<file path="src/epa_pkg.sv">
// package: constants and types of the exception priority arbiter
`default_nettype none
package epa_pkg;
  localparam int NVEC = 48;
  localparam int NIRQ = 32;
  localparam logic [5:0] POS_STACK_TOP = 6'h00;
  localparam logic [5:0] POS_RESET     = 6'h01;
  localparam logic [5:0] POS_NMI       = 6'h02;
  localparam logic [5:0] POS_HARD      = 6'h03;
  localparam logic [5:0] POS_MEM       = 6'h04;
  localparam logic [5:0] POS_BUS       = 6'h05;
  localparam logic [5:0] POS_USAGE     = 6'h06;
  localparam logic [5:0] POS_SVC       = 6'h0b;
  localparam logic [5:0] POS_DBGMON    = 6'h0c;
  localparam logic [5:0] POS_PENDABLE_SERVICE_REQUEST    = 6'h0e;
  localparam logic [5:0] POS_TICK      = 6'h0f;
  localparam int         POS_IRQ0      = 16;
  localparam logic [3:0] RANK_RESET    = 4'h0;
  localparam logic [3:0] RANK_NMI      = 4'h1;
  localparam logic [3:0] RANK_HARD     = 4'h2;
  localparam logic [3:0] RANK_SET_BASE = 4'h3;
  localparam logic [3:0] RANK_NONE     = 4'hf;
  localparam logic [31:0] IRQ_VALID    = 32'h3ffc01ff;
  localparam logic [7:0] OFS_CTRL_STATE = 8'h00;
  localparam logic [7:0] OFS_HANDLER_EN = 8'h04;
  localparam logic [7:0] OFS_GROUP      = 8'h08;
  localparam logic [7:0] OFS_EN_SET     = 8'h0c;
  localparam logic [7:0] OFS_EN_CLR     = 8'h10;
  localparam logic [7:0] OFS_PEND_SET   = 8'h14;
  localparam logic [7:0] OFS_PEND_CLR   = 8'h18;
  localparam logic [7:0] OFS_SYS_PRIO   = 8'h1c;
  localparam logic [7:0] OFS_IRQ_PRIO0  = 8'h20;
  localparam int CS_NMI_SET    = 31;
  localparam int CS_PENDABLE_SERVICE_REQUEST_SET = 28;
  localparam int CS_PENDABLE_SERVICE_REQUEST_CLR = 27;
  localparam int CS_TICK_SET   = 26;
  localparam int CS_TICK_CLR   = 25;
  localparam int CS_ANY_PEND   = 22;
  localparam int CS_PEND_LSB   = 12;
  localparam int HE_MEM        = 16;
  localparam int HE_BUS        = 17;
  localparam int HE_USAGE      = 18;
  localparam int HE_DBGMON     = 19;
  localparam logic [2:0]  PRIO_RST  = 3'h0;
  localparam logic [3:0]  HE_RST    = 4'h0;
  localparam logic [1:0]  GROUP_RST = 2'h0;
  localparam logic [3:0]  STACK_WORDS = 4'h8;
  localparam logic [5:0] SH_POS [7] = '{6'h04, 6'h05, 6'h06, 6'h0b, 6'h0c, 6'h0e, 6'h0f};
  typedef enum logic [4:0] {
    ST_SPLOAD  = 5'b00001,
    ST_RSTVEC  = 5'b00010,
    ST_RUN     = 5'b00100,
    ST_STACK   = 5'b01000,
    ST_UNSTACK = 5'b10000
  } epa_state_e;
  typedef struct packed {
    logic mem_manage;
    logic bus_precise;
    logic bus_imprecise;
    logic usage;
    logic svc;
    logic dbg_mon;
  } epa_fault_s;
  typedef struct packed {
    logic       handler_mode;
    logic       stacking;
    logic       unstacking;
    logic       vec_fetch;
    logic       sp_load;
    logic [5:0] vec_num;
  } epa_core_s;
  localparam epa_core_s CORE_RST = '{1'b0, 1'b0, 1'b0, 1'b0, 1'b1, 6'h00};
endpackage
`default_nettype wire

</file>
<file path="src/epa_arbiter.sv">
// exception priority arbiter with wishbone register slave
//
// Design decisions made here: register access over Wishbone and the address map.
`timescale 1ns/1ns
`default_nettype none
module epa_arbiter (
  input  wire logic               clk_i,
  input  wire logic               rst_i,
  input  wire logic               cyc_i,
  input  wire logic               stb_i,
  input  wire logic               we_i,
  input  wire logic [7:0]         adr_i,
  input  wire logic [3:0]         sel_i,
  input  wire logic [31:0]        dat_i,
  output logic      [31:0]        dat_o,
  output logic                    ack_o,
  input  wire epa_pkg::epa_fault_s fault_i,
  input  wire logic               dbg_halted_i,
  input  wire logic               tick_i,
  input  wire logic [31:0]        irq_i,
  input  wire logic               exc_return_i,
  input  wire logic               first_instr_i,
  output epa_pkg::epa_core_s      core_o
);
  localparam int NV = epa_pkg::NVEC;

  epa_pkg::epa_state_e st_reg, st_next;
  epa_pkg::epa_core_s  core_reg, core_next;
  logic [2:0]    prio_reg [NV];
  logic [2:0]    prio_next [NV];
  logic [NV-1:0] pend_reg, pend_next, pend_set, pend_clr;
  logic [NV-1:0] act_reg, act_next;
  logic [31:0]   en_reg, en_next;
  logic [3:0]    he_reg, he_next;
  logic [1:0]    group_reg;
  logic [3:0]    cnt_reg, cnt_next;
  logic [5:0]    cur_reg, cur_next;
  logic          reset_act_reg;
  logic          ack_reg;
  logic [31:0]   dat_reg;
  logic [4*NV-1:0] rank_f, grp_f;
  logic [NV-1:0] cand, en_mask;
  logic [31:0]   ipr_w [4];
  logic [31:0]   shp_w;

  // rank and group key of one position
  function automatic logic [7:0] epa_key(input logic [5:0] pos, input logic [2:0] p,
                                         input logic [1:0] sub);
    logic [2:0] g;
    g = p >> sub;
    if (pos == epa_pkg::POS_NMI)
      return {epa_pkg::RANK_NMI, epa_pkg::RANK_NMI};
    if (pos == epa_pkg::POS_HARD)
      return {epa_pkg::RANK_HARD, epa_pkg::RANK_HARD};
    return {{1'b0, p} + epa_pkg::RANK_SET_BASE, {1'b0, g} + epa_pkg::RANK_SET_BASE};
  endfunction

  // most urgent set bit; strict compare keeps the lower position on ties
  function automatic logic [6:0] epa_pick(input logic [NV-1:0] m, input logic [4*NV-1:0] k);
    logic [3:0] best;
    logic [6:0] r;
    best = epa_pkg::RANK_NONE;
    r = 7'h00;
    for (int i = 0; i < NV; i++) begin
      if (m[i] && (!r[6] || k[4*i+:4] < best)) begin
        best = k[4*i+:4];
        r = {1'b1, 6'(i)};
      end
    end
    return r;
  endfunction

  always_comb begin
    for (int i = 0; i < NV; i++) begin
      rank_f[4*i+:4] = 4'(epa_key(6'(i), prio_reg[i], group_reg) >> 4);
      grp_f[4*i+:4]  = 4'(epa_key(6'(i), prio_reg[i], group_reg));
    end
  end

  always_comb begin
    en_mask = '0;
    en_mask[epa_pkg::POS_NMI]    = 1'b1;
    en_mask[epa_pkg::POS_HARD]   = 1'b1;
    en_mask[epa_pkg::POS_MEM]    = he_reg[0];
    en_mask[epa_pkg::POS_BUS]    = he_reg[1];
    en_mask[epa_pkg::POS_USAGE]  = he_reg[2];
    en_mask[epa_pkg::POS_SVC]    = 1'b1;
    en_mask[epa_pkg::POS_DBGMON] = he_reg[3];
    en_mask[epa_pkg::POS_PENDABLE_SERVICE_REQUEST] = 1'b1;
    en_mask[epa_pkg::POS_TICK]   = 1'b1;
    en_mask[NV-1:epa_pkg::POS_IRQ0] = en_reg & epa_pkg::IRQ_VALID;
  end
  assign cand = pend_reg & en_mask;

  wire [6:0] win_pick  = epa_pick(cand, rank_f);
  wire       win_found = win_pick[6];
  wire [5:0] win_vec   = win_pick[5:0];
  wire [3:0] win_grp   = grp_f[{win_vec, 2'b00}+:4];
  wire       any_act   = |act_reg;
  wire [NV-1:0] cur_1h = {{(NV-1){1'b0}}, 1'b1} << cur_reg;
  wire [6:0] ret_pick  = epa_pick(act_reg & ~cur_1h, rank_f);
  // reset level holds until first instruction
  wire [3:0] cur_grp   = reset_act_reg ? epa_pkg::RANK_RESET :
                         any_act ? grp_f[{cur_reg, 2'b00}+:4] : epa_pkg::RANK_NONE;
  wire [3:0] rem_grp   = ret_pick[6] ? grp_f[{ret_pick[5:0], 2'b00}+:4] : epa_pkg::RANK_NONE;
  wire       st_run    = (st_reg == epa_pkg::ST_RUN);
  wire       preempt   = win_found && (win_grp < cur_grp);
  wire       chain     = win_found && (win_grp < rem_grp);
  wire       ret       = st_run && exc_return_i && any_act;
  wire       take      = st_run && ((ret && chain) || (!exc_return_i && preempt));

  // bus decode
  wire [31:0] wmask  = {{8{sel_i[3]}}, {8{sel_i[2]}}, {8{sel_i[1]}}, {8{sel_i[0]}}};
  wire [31:0] wd     = dat_i & wmask;
  wire        wr_acc = cyc_i && stb_i && we_i && ack_reg;
  wire        wr_cs  = wr_acc && (adr_i == epa_pkg::OFS_CTRL_STATE);
  wire        wr_he  = wr_acc && (adr_i == epa_pkg::OFS_HANDLER_EN);
  wire        wr_grp = wr_acc && (adr_i == epa_pkg::OFS_GROUP);
  wire        wr_es  = wr_acc && (adr_i == epa_pkg::OFS_EN_SET);
  wire        wr_ec  = wr_acc && (adr_i == epa_pkg::OFS_EN_CLR);
  wire        wr_ps  = wr_acc && (adr_i == epa_pkg::OFS_PEND_SET);
  wire        wr_pc  = wr_acc && (adr_i == epa_pkg::OFS_PEND_CLR);
  wire        wr_shp = wr_acc && (adr_i == epa_pkg::OFS_SYS_PRIO);
  wire        ipr_hit = (adr_i[7:4] == epa_pkg::OFS_IRQ_PRIO0[7:4]);
  wire        wr_ipr = wr_acc && ipr_hit;

  // escalation checks for synchronous faults
  wire mm_ok  = he_reg[0] && (grp_f[4*epa_pkg::POS_MEM+:4] < cur_grp);
  wire bf_ok  = he_reg[1] && (grp_f[4*epa_pkg::POS_BUS+:4] < cur_grp);
  wire uf_ok  = he_reg[2] && (grp_f[4*epa_pkg::POS_USAGE+:4] < cur_grp);
  wire svc_ok = grp_f[4*epa_pkg::POS_SVC+:4] < cur_grp;
  wire esc = (fault_i.mem_manage && !mm_ok) || (fault_i.usage && !uf_ok) ||
             (fault_i.bus_precise && !bf_ok) || (fault_i.bus_imprecise && !he_reg[1]) ||
             (fault_i.svc && !svc_ok);

  always_comb begin
    pend_set = '0;
    pend_clr = '0;
    pend_set[epa_pkg::POS_NMI]    = wr_cs && wd[epa_pkg::CS_NMI_SET];
    pend_set[epa_pkg::POS_HARD]   = esc;
    pend_set[epa_pkg::POS_MEM]    = fault_i.mem_manage && mm_ok;
    pend_set[epa_pkg::POS_BUS]    = (fault_i.bus_precise && bf_ok) ||
                                    (fault_i.bus_imprecise && he_reg[1]);
    pend_set[epa_pkg::POS_USAGE]  = fault_i.usage && uf_ok;
    pend_set[epa_pkg::POS_SVC]    = fault_i.svc && svc_ok;
    pend_set[epa_pkg::POS_DBGMON] = fault_i.dbg_mon && he_reg[3] && !dbg_halted_i;
    pend_set[epa_pkg::POS_PENDABLE_SERVICE_REQUEST] = wr_cs && wd[epa_pkg::CS_PENDABLE_SERVICE_REQUEST_SET];
    pend_clr[epa_pkg::POS_PENDABLE_SERVICE_REQUEST] = wr_cs && wd[epa_pkg::CS_PENDABLE_SERVICE_REQUEST_CLR];
    pend_set[epa_pkg::POS_TICK]   = tick_i || (wr_cs && wd[epa_pkg::CS_TICK_SET]);
    pend_clr[epa_pkg::POS_TICK]   = wr_cs && wd[epa_pkg::CS_TICK_CLR];
    for (int i = 0; i < epa_pkg::NIRQ; i++) begin
      pend_set[epa_pkg::POS_IRQ0+i] = (irq_i[i] || (wr_ps && wd[i])) && epa_pkg::IRQ_VALID[i];
      pend_clr[epa_pkg::POS_IRQ0+i] = wr_pc && wd[i];
    end
    if (take)
      pend_clr[win_vec] = 1'b1;
    pend_next = (pend_reg & ~pend_clr) | pend_set;
  end

  assign en_next = ((en_reg & ~({32{wr_ec}} & wd)) | ({32{wr_es}} & wd)) & epa_pkg::IRQ_VALID;
  assign he_next = wr_he ? wd[epa_pkg::HE_DBGMON:epa_pkg::HE_MEM] : he_reg;

  always_comb begin
    for (int i = 0; i < NV; i++)
      prio_next[i] = prio_reg[i];
    for (int k = 0; k < 7; k++)
      if (wr_shp && wmask[4*k])
        prio_next[epa_pkg::SH_POS[k]] = dat_i[4*k+:3];
    for (int j = 0; j < 8; j++)
      if (wr_ipr && wmask[4*j])
        prio_next[epa_pkg::POS_IRQ0 + 8*int'(adr_i[3:2]) + j] = dat_i[4*j+:3];
  end

  // read words
  always_comb begin
    shp_w = '0;
    for (int k = 0; k < 7; k++)
      shp_w[4*k+:3] = prio_reg[epa_pkg::SH_POS[k]];
    for (int w = 0; w < 4; w++) begin
      ipr_w[w] = '0;
      for (int j = 0; j < 8; j++)
        ipr_w[w][4*j+:3] = prio_reg[epa_pkg::POS_IRQ0 + 8*w + j];
    end
  end
  wire [31:0] cs_w = (32'(pend_reg[epa_pkg::POS_NMI]) << epa_pkg::CS_NMI_SET) |
                     (32'(pend_reg[epa_pkg::POS_PENDABLE_SERVICE_REQUEST]) << epa_pkg::CS_PENDABLE_SERVICE_REQUEST_SET) |
                     (32'(pend_reg[epa_pkg::POS_TICK]) << epa_pkg::CS_TICK_SET) |
                     (32'(win_found) << epa_pkg::CS_ANY_PEND) |
                     (32'(win_vec) << epa_pkg::CS_PEND_LSB) | 32'(cur_reg);
  wire [31:0] rd_w =
    (adr_i == epa_pkg::OFS_CTRL_STATE) ? cs_w :
    (adr_i == epa_pkg::OFS_HANDLER_EN) ? (32'(he_reg) << epa_pkg::HE_MEM) :
    (adr_i == epa_pkg::OFS_GROUP)      ? 32'(group_reg) :
    (adr_i == epa_pkg::OFS_EN_SET || adr_i == epa_pkg::OFS_EN_CLR) ? en_reg :
    (adr_i == epa_pkg::OFS_PEND_SET || adr_i == epa_pkg::OFS_PEND_CLR) ?
      pend_reg[NV-1:epa_pkg::POS_IRQ0] :
    (adr_i == epa_pkg::OFS_SYS_PRIO)   ? shp_w :
    ipr_hit ? ipr_w[adr_i[3:2]] : 32'h0000_0000;

  // entry and return sequencing
  always_comb begin
    st_next  = st_reg;
    cnt_next = cnt_reg;
    cur_next = cur_reg;
    act_next = act_reg;
    unique case (st_reg)
      epa_pkg::ST_SPLOAD: st_next = epa_pkg::ST_RSTVEC;
      epa_pkg::ST_RSTVEC: st_next = epa_pkg::ST_RUN;
      epa_pkg::ST_RUN: begin
        if (ret) begin
          act_next = act_reg & ~cur_1h;
          cur_next = ret_pick[5:0];
          if (!chain) begin
            st_next  = epa_pkg::ST_UNSTACK;
            cnt_next = epa_pkg::STACK_WORDS - 4'h1;
          end
        end
        if (take) begin
          act_next[win_vec] = 1'b1;
          cur_next = win_vec;
          if (!ret) begin
            st_next  = epa_pkg::ST_STACK;
            cnt_next = epa_pkg::STACK_WORDS - 4'h1;
          end
        end
      end
      epa_pkg::ST_STACK, epa_pkg::ST_UNSTACK: begin
        cnt_next = cnt_reg - 4'h1;
        if (cnt_reg == 4'h0)
          st_next = epa_pkg::ST_RUN;
      end
    endcase
  end

  always_comb begin
    core_next = core_reg;
    core_next.handler_mode = |act_next;
    core_next.stacking     = (st_next == epa_pkg::ST_STACK);
    core_next.unstacking   = (st_next == epa_pkg::ST_UNSTACK);
    core_next.sp_load      = 1'b0;
    core_next.vec_fetch    = take || (st_reg == epa_pkg::ST_SPLOAD);
    if (take)
      core_next.vec_num = win_vec;
    else if (st_reg == epa_pkg::ST_SPLOAD)
      core_next.vec_num = epa_pkg::POS_RESET;
  end

  always_ff @(posedge clk_i) begin
    if (rst_i) begin
      st_reg        <= epa_pkg::ST_SPLOAD;
      core_reg      <= epa_pkg::CORE_RST;
      pend_reg      <= '0;
      act_reg       <= '0;
      en_reg        <= '0;
      he_reg        <= epa_pkg::HE_RST;
      group_reg     <= epa_pkg::GROUP_RST;
      cnt_reg       <= 4'h0;
      cur_reg       <= 6'h00;
      reset_act_reg <= 1'b1;
      ack_reg       <= 1'b0;
      dat_reg       <= 32'h0000_0000;
    end else begin
      st_reg        <= st_next;
      core_reg      <= core_next;
      pend_reg      <= pend_next;
      act_reg       <= act_next;
      en_reg        <= en_next;
      he_reg        <= he_next;
      group_reg     <= wr_grp ? wd[1:0] : group_reg;
      cnt_reg       <= cnt_next;
      cur_reg       <= cur_next;
      reset_act_reg <= reset_act_reg && !(st_run && first_instr_i);
      ack_reg       <= cyc_i && stb_i && !ack_reg;
      dat_reg       <= rd_w;
    end
  end

  always_ff @(posedge clk_i) begin
    for (int i = 0; i < NV; i++)
      prio_reg[i] <= rst_i ? epa_pkg::PRIO_RST : prio_next[i];
  end

  assign dat_o  = dat_reg;
  assign ack_o  = ack_reg;
  assign core_o = core_reg;

  nmi_sw_only_a: assert property (@(posedge clk_i) disable iff (rst_i)
    $rose(pend_reg[epa_pkg::POS_NMI]) |-> $past(wr_cs && wd[epa_pkg::CS_NMI_SET]))
    else $error("nmi pended without software write");
  reset_fetch_a: assert property (@(posedge clk_i) disable iff (rst_i)
    !rst_i && core_o.sp_load |=> core_o.vec_fetch && core_o.vec_num == epa_pkg::POS_RESET)
    else $error("reset vector not fetched after stack top");
  stack_length_a: assert property (@(posedge clk_i) disable iff (rst_i)
    (take && !ret) |=> core_o.vec_fetch ##0 core_o.stacking[*8] ##1 !core_o.stacking)
    else $error("stacking length wrong");
  tail_chain_a: assert property (@(posedge clk_i) disable iff (rst_i)
    (ret && chain) |=> core_o.vec_fetch && !core_o.stacking && !core_o.unstacking)
    else $error("tail chain restored state");
  nmi_preempt_a: assert property (@(posedge clk_i) disable iff (rst_i)
    (st_run && !exc_return_i && cand[epa_pkg::POS_NMI] && cur_grp > epa_pkg::RANK_NMI)
    |-> take && win_vec == epa_pkg::POS_NMI)
    else $error("nmi not taken");
  handler_mode_a: assert property (@(posedge clk_i) disable iff (rst_i)
    take |=> core_o.handler_mode && core_o.vec_num == $past(win_vec))
    else $error("handler mode missing after entry");
  fault_escalate_a: assert property (@(posedge clk_i) disable iff (rst_i)
    (fault_i.usage && !uf_ok) |=> pend_reg[epa_pkg::POS_HARD])
    else $error("fault not escalated");
  dbg_halt_a: assert property (@(posedge clk_i) disable iff (rst_i)
    (dbg_halted_i && !pend_reg[epa_pkg::POS_DBGMON] && !wr_acc) |=>
    !pend_reg[epa_pkg::POS_DBGMON])
    else $error("debug monitor pended while halted");
  tie_break_a: assert property (@(posedge clk_i) disable iff (rst_i)
    (win_found && win_vec > 6'd16 && cand[16]) |-> rank_f[67:64] > rank_f[{win_vec, 2'b00}+:4])
    else $error("tie not broken by position");
  reset_level_a: assert property (@(posedge clk_i) disable iff (rst_i)
    reset_act_reg |-> !take)
    else $error("exception taken during reset level");

  preempt_c: cover property (@(posedge clk_i) disable iff (rst_i) take && any_act && !ret);
  chain_c:   cover property (@(posedge clk_i) disable iff (rst_i) ret && chain);
  nmi_c:     cover property (@(posedge clk_i) disable iff (rst_i) take && win_vec == 6'd2);
  esc_c:     cover property (@(posedge clk_i) disable iff (rst_i) esc);
endmodule // epa_arbiter
`default_nettype wire

</file>
<file path="config.mk">
export PLATFORM = sky130hd
export DESIGN_NAME = epa_arbiter
export DESIGN_NICKNAME = d
export VERILOG_FILES = /design/src/epa_pkg.sv /design/src/epa_arbiter.sv
export SDC_FILE = /design/constraint.sdc
export NUM_CORES = 2
export LEC_CHECK = 0
export ABC_AREA = 1
export BUFFER_PORTS_ARGS = -buffer_cell sky130_fd_sc_hd__buf_2
export CAP_MARGIN = 20
export CORE_UTILIZATION = 40
export CTS_CLUSTER_SIZE = 14
export DETAILED_ROUTE_END_ITERATION = 8
export GPL_ROUTABILITY_DRIVEN = 0
export PLACE_DENSITY_LB_ADDON = 0.08
export SETUP_SLACK_MARGIN = 0.15
export SYNTH_ARGS = -nofsm -noshare
export SYNTH_HDL_FRONTEND = slang
export SYNTH_SLANG_ARGS = --single-unit
</file>
<file path="constraint.sdc">
create_clock -name clk_i -period 56 [get_ports clk_i]
set_input_delay 8.4 -clock clk_i [delete_from_list [all_inputs] [get_ports clk_i]]
set_output_delay 8.4 -clock clk_i [all_outputs]
set_load 0.02 [all_outputs]
</file>
==> summary.txt <==
Outcome
  – Outcome: finished, final reports clean

Clocking
  – Hold-fix buffers, CTS: 0
  – Root Driver: clkbuf_16
  – Htree depth: 2
  – Clk_lat worst skew: 0.61 ns
  – CTS tree: yes
  – Clock Sinks: 293
  – Worst-path clk slew: 0.06 ns
  – TritonCTS Buffers: 40
  – CTS max path bufs: 3

Detailed routing
  – WL/cell: 26.5 µm
  – Antenna viol nets, final: 0
  – # DRC: 0
  – Via-to-Cell Ratio: 6.15
  – Total routed wirelength: 166000 µm
  – Vias post-DR: 38.5k
  – Initial DRC count: 6127
  – Detailed Routing Iterations Pass 1: 7

Yosys
  – Synth warn: 0
  – Sequential area share after synthesis: 18.6%
  – Syn avg cell area: 6.11 µm²
  – Cells after Synth: 5174
  – Dominant synthesized flop cell: dfxtp_1
  – Synth Cell Area: 0.0316 mm²
  – EDFF count, synth: 0
  – FFs w/ async S/R, synth: 0%
  – #FFs+latches synth: 293
  – Net Count, Synth: 5531
  – Distinct cell type count of the synthesized netlist: 69

STA
  – Slew headroom: 12.0%
  – Fmax achieved: 19.7 MHz
  – Tcrit/Tclk final: 90.6%
  – Fin. Hold Viols: 0
  – Setup Total Neg Slack: 0 ns
  – Tightest Pin Transition: 1.31 ns
  – Slew Limit Fails: 0
  – Tmin final: 50.76 ns
  – PnR worst setup slack: 5.24 ns
  – Final hold slack: 0.440 ns
  – RSZ-0062 raised after global routing: false
  – Final setup violating endpoints: 0
  – Clock skew: 0.0282 ns

Placement
  – Buffers on Ports: 123
  – Inst Count DP: 6169
  – Place WS: 4.47 ns
  – Dpl hpwl: 130000 µm
  – Area after DPL: 0.0326 mm²

Critical path
  – CP dominant cell by count: nand2_1
  – Critical path arrival: 51.18 ns
  – Critical path type: register to register
  – CP Capture Type: register
  – Max stage delay cell, worst path: o21ai_4
  – Critical Path RT: 56.41 ns
  – Reg2Reg Setup Slack: 5.24 ns
  – Max stage delay on crit path: 0.65 ns
  – Crit path launch type: register
  – Worst reg2reg path depth: 398
  – R2r endpoint: core_o[10]
  – Worst Path Max Fanout: 29
  – Reg2reg start: cur_reg[1]

Finish
  – Final net count: 5538
  – Finished Cell Area: 0.0340 mm²
  – Synth-to-Final Area Change: 7.66%
  – Fillers: 8611
  – Number of flip-flops in the largest register: 117
  – Fraction of layout cells with a size suffix above 1: 8.06%
  – Non-filler cells, final: 6255

Global routing
  – Number of global-route vias before repair: 33.6k
  – Largest net degree at the start of global routing: 94
  – First-pass GRT wire length: 235000 µm
  – Initial antenna violation count: 12
  – GRT overflow: 0
  – Total GRT Usage: 39.6%

Hold path
  – Hold crit path type: register to register
  – Hold depth: 2
  – Endpoint of the worst hold path: dat_o[11]
  – HP Start: pend_reg[27]

Floorplanning
  – Rows: 102
  – Die ar.: 0.0802 mm²
  – Initial Util: 40.6%
  – Ports: 135
  – Die width: 283 µm
  – Area of the core: 0.0778 mm²
  – Die height: 283 µm

Power and ir drop
  – Combinational Power Share: 12.9%
  – LEAKAGE: 15.7 nW
  – Sequential fraction of design power: 38.6%
  – Clock power frac: 48.5%
  – P_int: 381 µW
  – Sw frac: 30.6%
  – Peak supply drop: 0.0164 mV
  – Sw power: 168 µW
  – Pwr dens: 16.1 mW/mm²

Run
  – Max_cap viols: 0
==> per-layer routing <==
metal / vias to the layer above / GRT usage (%) / share of wire [%]
met5: - / 0 / 0.023
met3: 589 / 11.1 / 14
li1: 17600 / - / -
met4: 6 / 20.7 / 6.7
met1: 17500 / 54.0 / 41
met2: 2732 / 56.0 / 39
==> metrics by stage <==
stage	util, %	total power [mW]
2_1_floorplan	-	0.256
3_5_place_dp	41.8	0.283
4_1_cts	43.5	0.544
3_3_place_gp	41.8	0.283
6_report	43.7	0.549
5_1_grt	43.7	0.559
==> cells in the mapped netlist (21+ instances only) <==
cell type  count  share of area (%)
a21oi_1      535                8.5
a22oi_1       30               0.71
a31oi_1       57                1.1
buf_6         35                1.2
clkbuf_1     112                1.3
clkinv_1      39               0.46
dfxtp_1      293                 19
ha_1         266                 11
inv_1        646                7.7
inv_2         22               0.26
nand2_1     1153                 14
nand2_2       98                1.9
nand2_4       30                1.1
nand3_1      296                4.7
nand4_1       28               0.55
nor2_1       319                3.8
nor3_1        25               0.40
o2111ai_1     21               0.58
o211ai_1      70                1.7
o21ai_0      611                9.7
o21ai_1       67                1.1
o221ai_1      56                1.6
o22ai_1       98                1.9
xnor2_1       29               0.80
xor2_1        49                1.4
==> worst max-delay path by stage <==
| stage | startpoint | to | slack [ns] | depth (start not counted) |
|---|---|---|---|---|
| 2_1_floorplan | cur_reg[3] | pend_reg[35] | 15.22 | 413 |
| 3_3_place_gp | cur_reg[3] | core_o[10] | 4.37 | 393 |
| 3_5_place_dp | cur_reg[3] | core_o[10] | 4.47 | 393 |
| 4_1_cts | cur_reg[3] | core_o[10] | 4.30 | 405 |
| 5_1_grt | cur_reg[1] | core_o[10] | 0.21 | 413 |
| 6_report | cur_reg[1] | core_o[10] | 5.24 | 398 |
==> logic make-up (layout without fill, tap and decap cells) <==
logic type | Yosys count | count (layout) | synth area share (%)
AO/OA/AOI/OAI | 1622 | 1622 | 28.9
XOR/XNOR | 78 | 78 | 2.16
flip-flops | 293 | 293 | 18.6
buffers and inverters | 918 | 951 | 12.6
adder cells (fa/ha/maj) | 266 | 266 | 10.5
other | 0 | 6 | 0
AND/OR/NAND/NOR | 1997 | 1999 | 27.3
==> critical path, delay by kind of cell (launching register included) <==
family / cells / cell delay, ns
and+or+nand+nor: 243 / 20.42
AOI/OAI and AO/OA: 45 / 13.66
adders and majority gates: 39 / 11.83
buffers and inverters: 71 / 4.01
DFF: 1 / 0.49
==> area by class of cell <==
cell class,instances,area (µm²),area share (%)
Antenna cell,6,15.0,0.0441
Multi-Input combinational cell,3965,21900,64.3
Clock inverter,9,133,0.390
Timing Repair Buffer,173,1010,2.96
Inverter,708,2680,7.86
Clock buffer,61,1160,3.41
Tap cell,1040,1300,3.82
Sequential cell,293,5870,17.2
==> power groups by stage <==
stage	Clock (mW)	Sequential [mW]	Combinational, mW
detailed placement	0	0.216	0.0670
global placement	0	0.216	0.0669
finish	0.266	0.212	0.0709
floorplan	0	0.216	0.0395
CTS	0.265	0.212	0.0672
global route	0.273	0.212	0.0744
==> placed cells by master, fill, tap and decap left out, types with 40 or more instances in the layout <==
| cell | n |
|---|---|
| xor2_1 | 49 |
| inv_1 | 645 |
| nand2_1 | 1152 |
| o211ai_1 | 70 |
| a21oi_1 | 535 |
| dfxtp_1 | 291 |
| clkbuf_16 | 40 |
| nand2_2 | 98 |
| o22ai_1 | 98 |
| nor2_1 | 318 |
| buf_2 | 122 |
| o221ai_1 | 56 |
| ha_1 | 266 |
| o21ai_1 | 82 |
| o21ai_0 | 593 |
| nand3_1 | 296 |
| a31oi_1 | 57 |
| buf_4 | 50 |
==> repair_timing <==
item                                   in CTS  in global routing
resized for setup                           0                 31
setup buffers                               0                  8
endpoints found under the hold margin       0                  0
setup endpoints to repair                   0                 81
No activity file was read; power rests on OpenSTA's default activity.
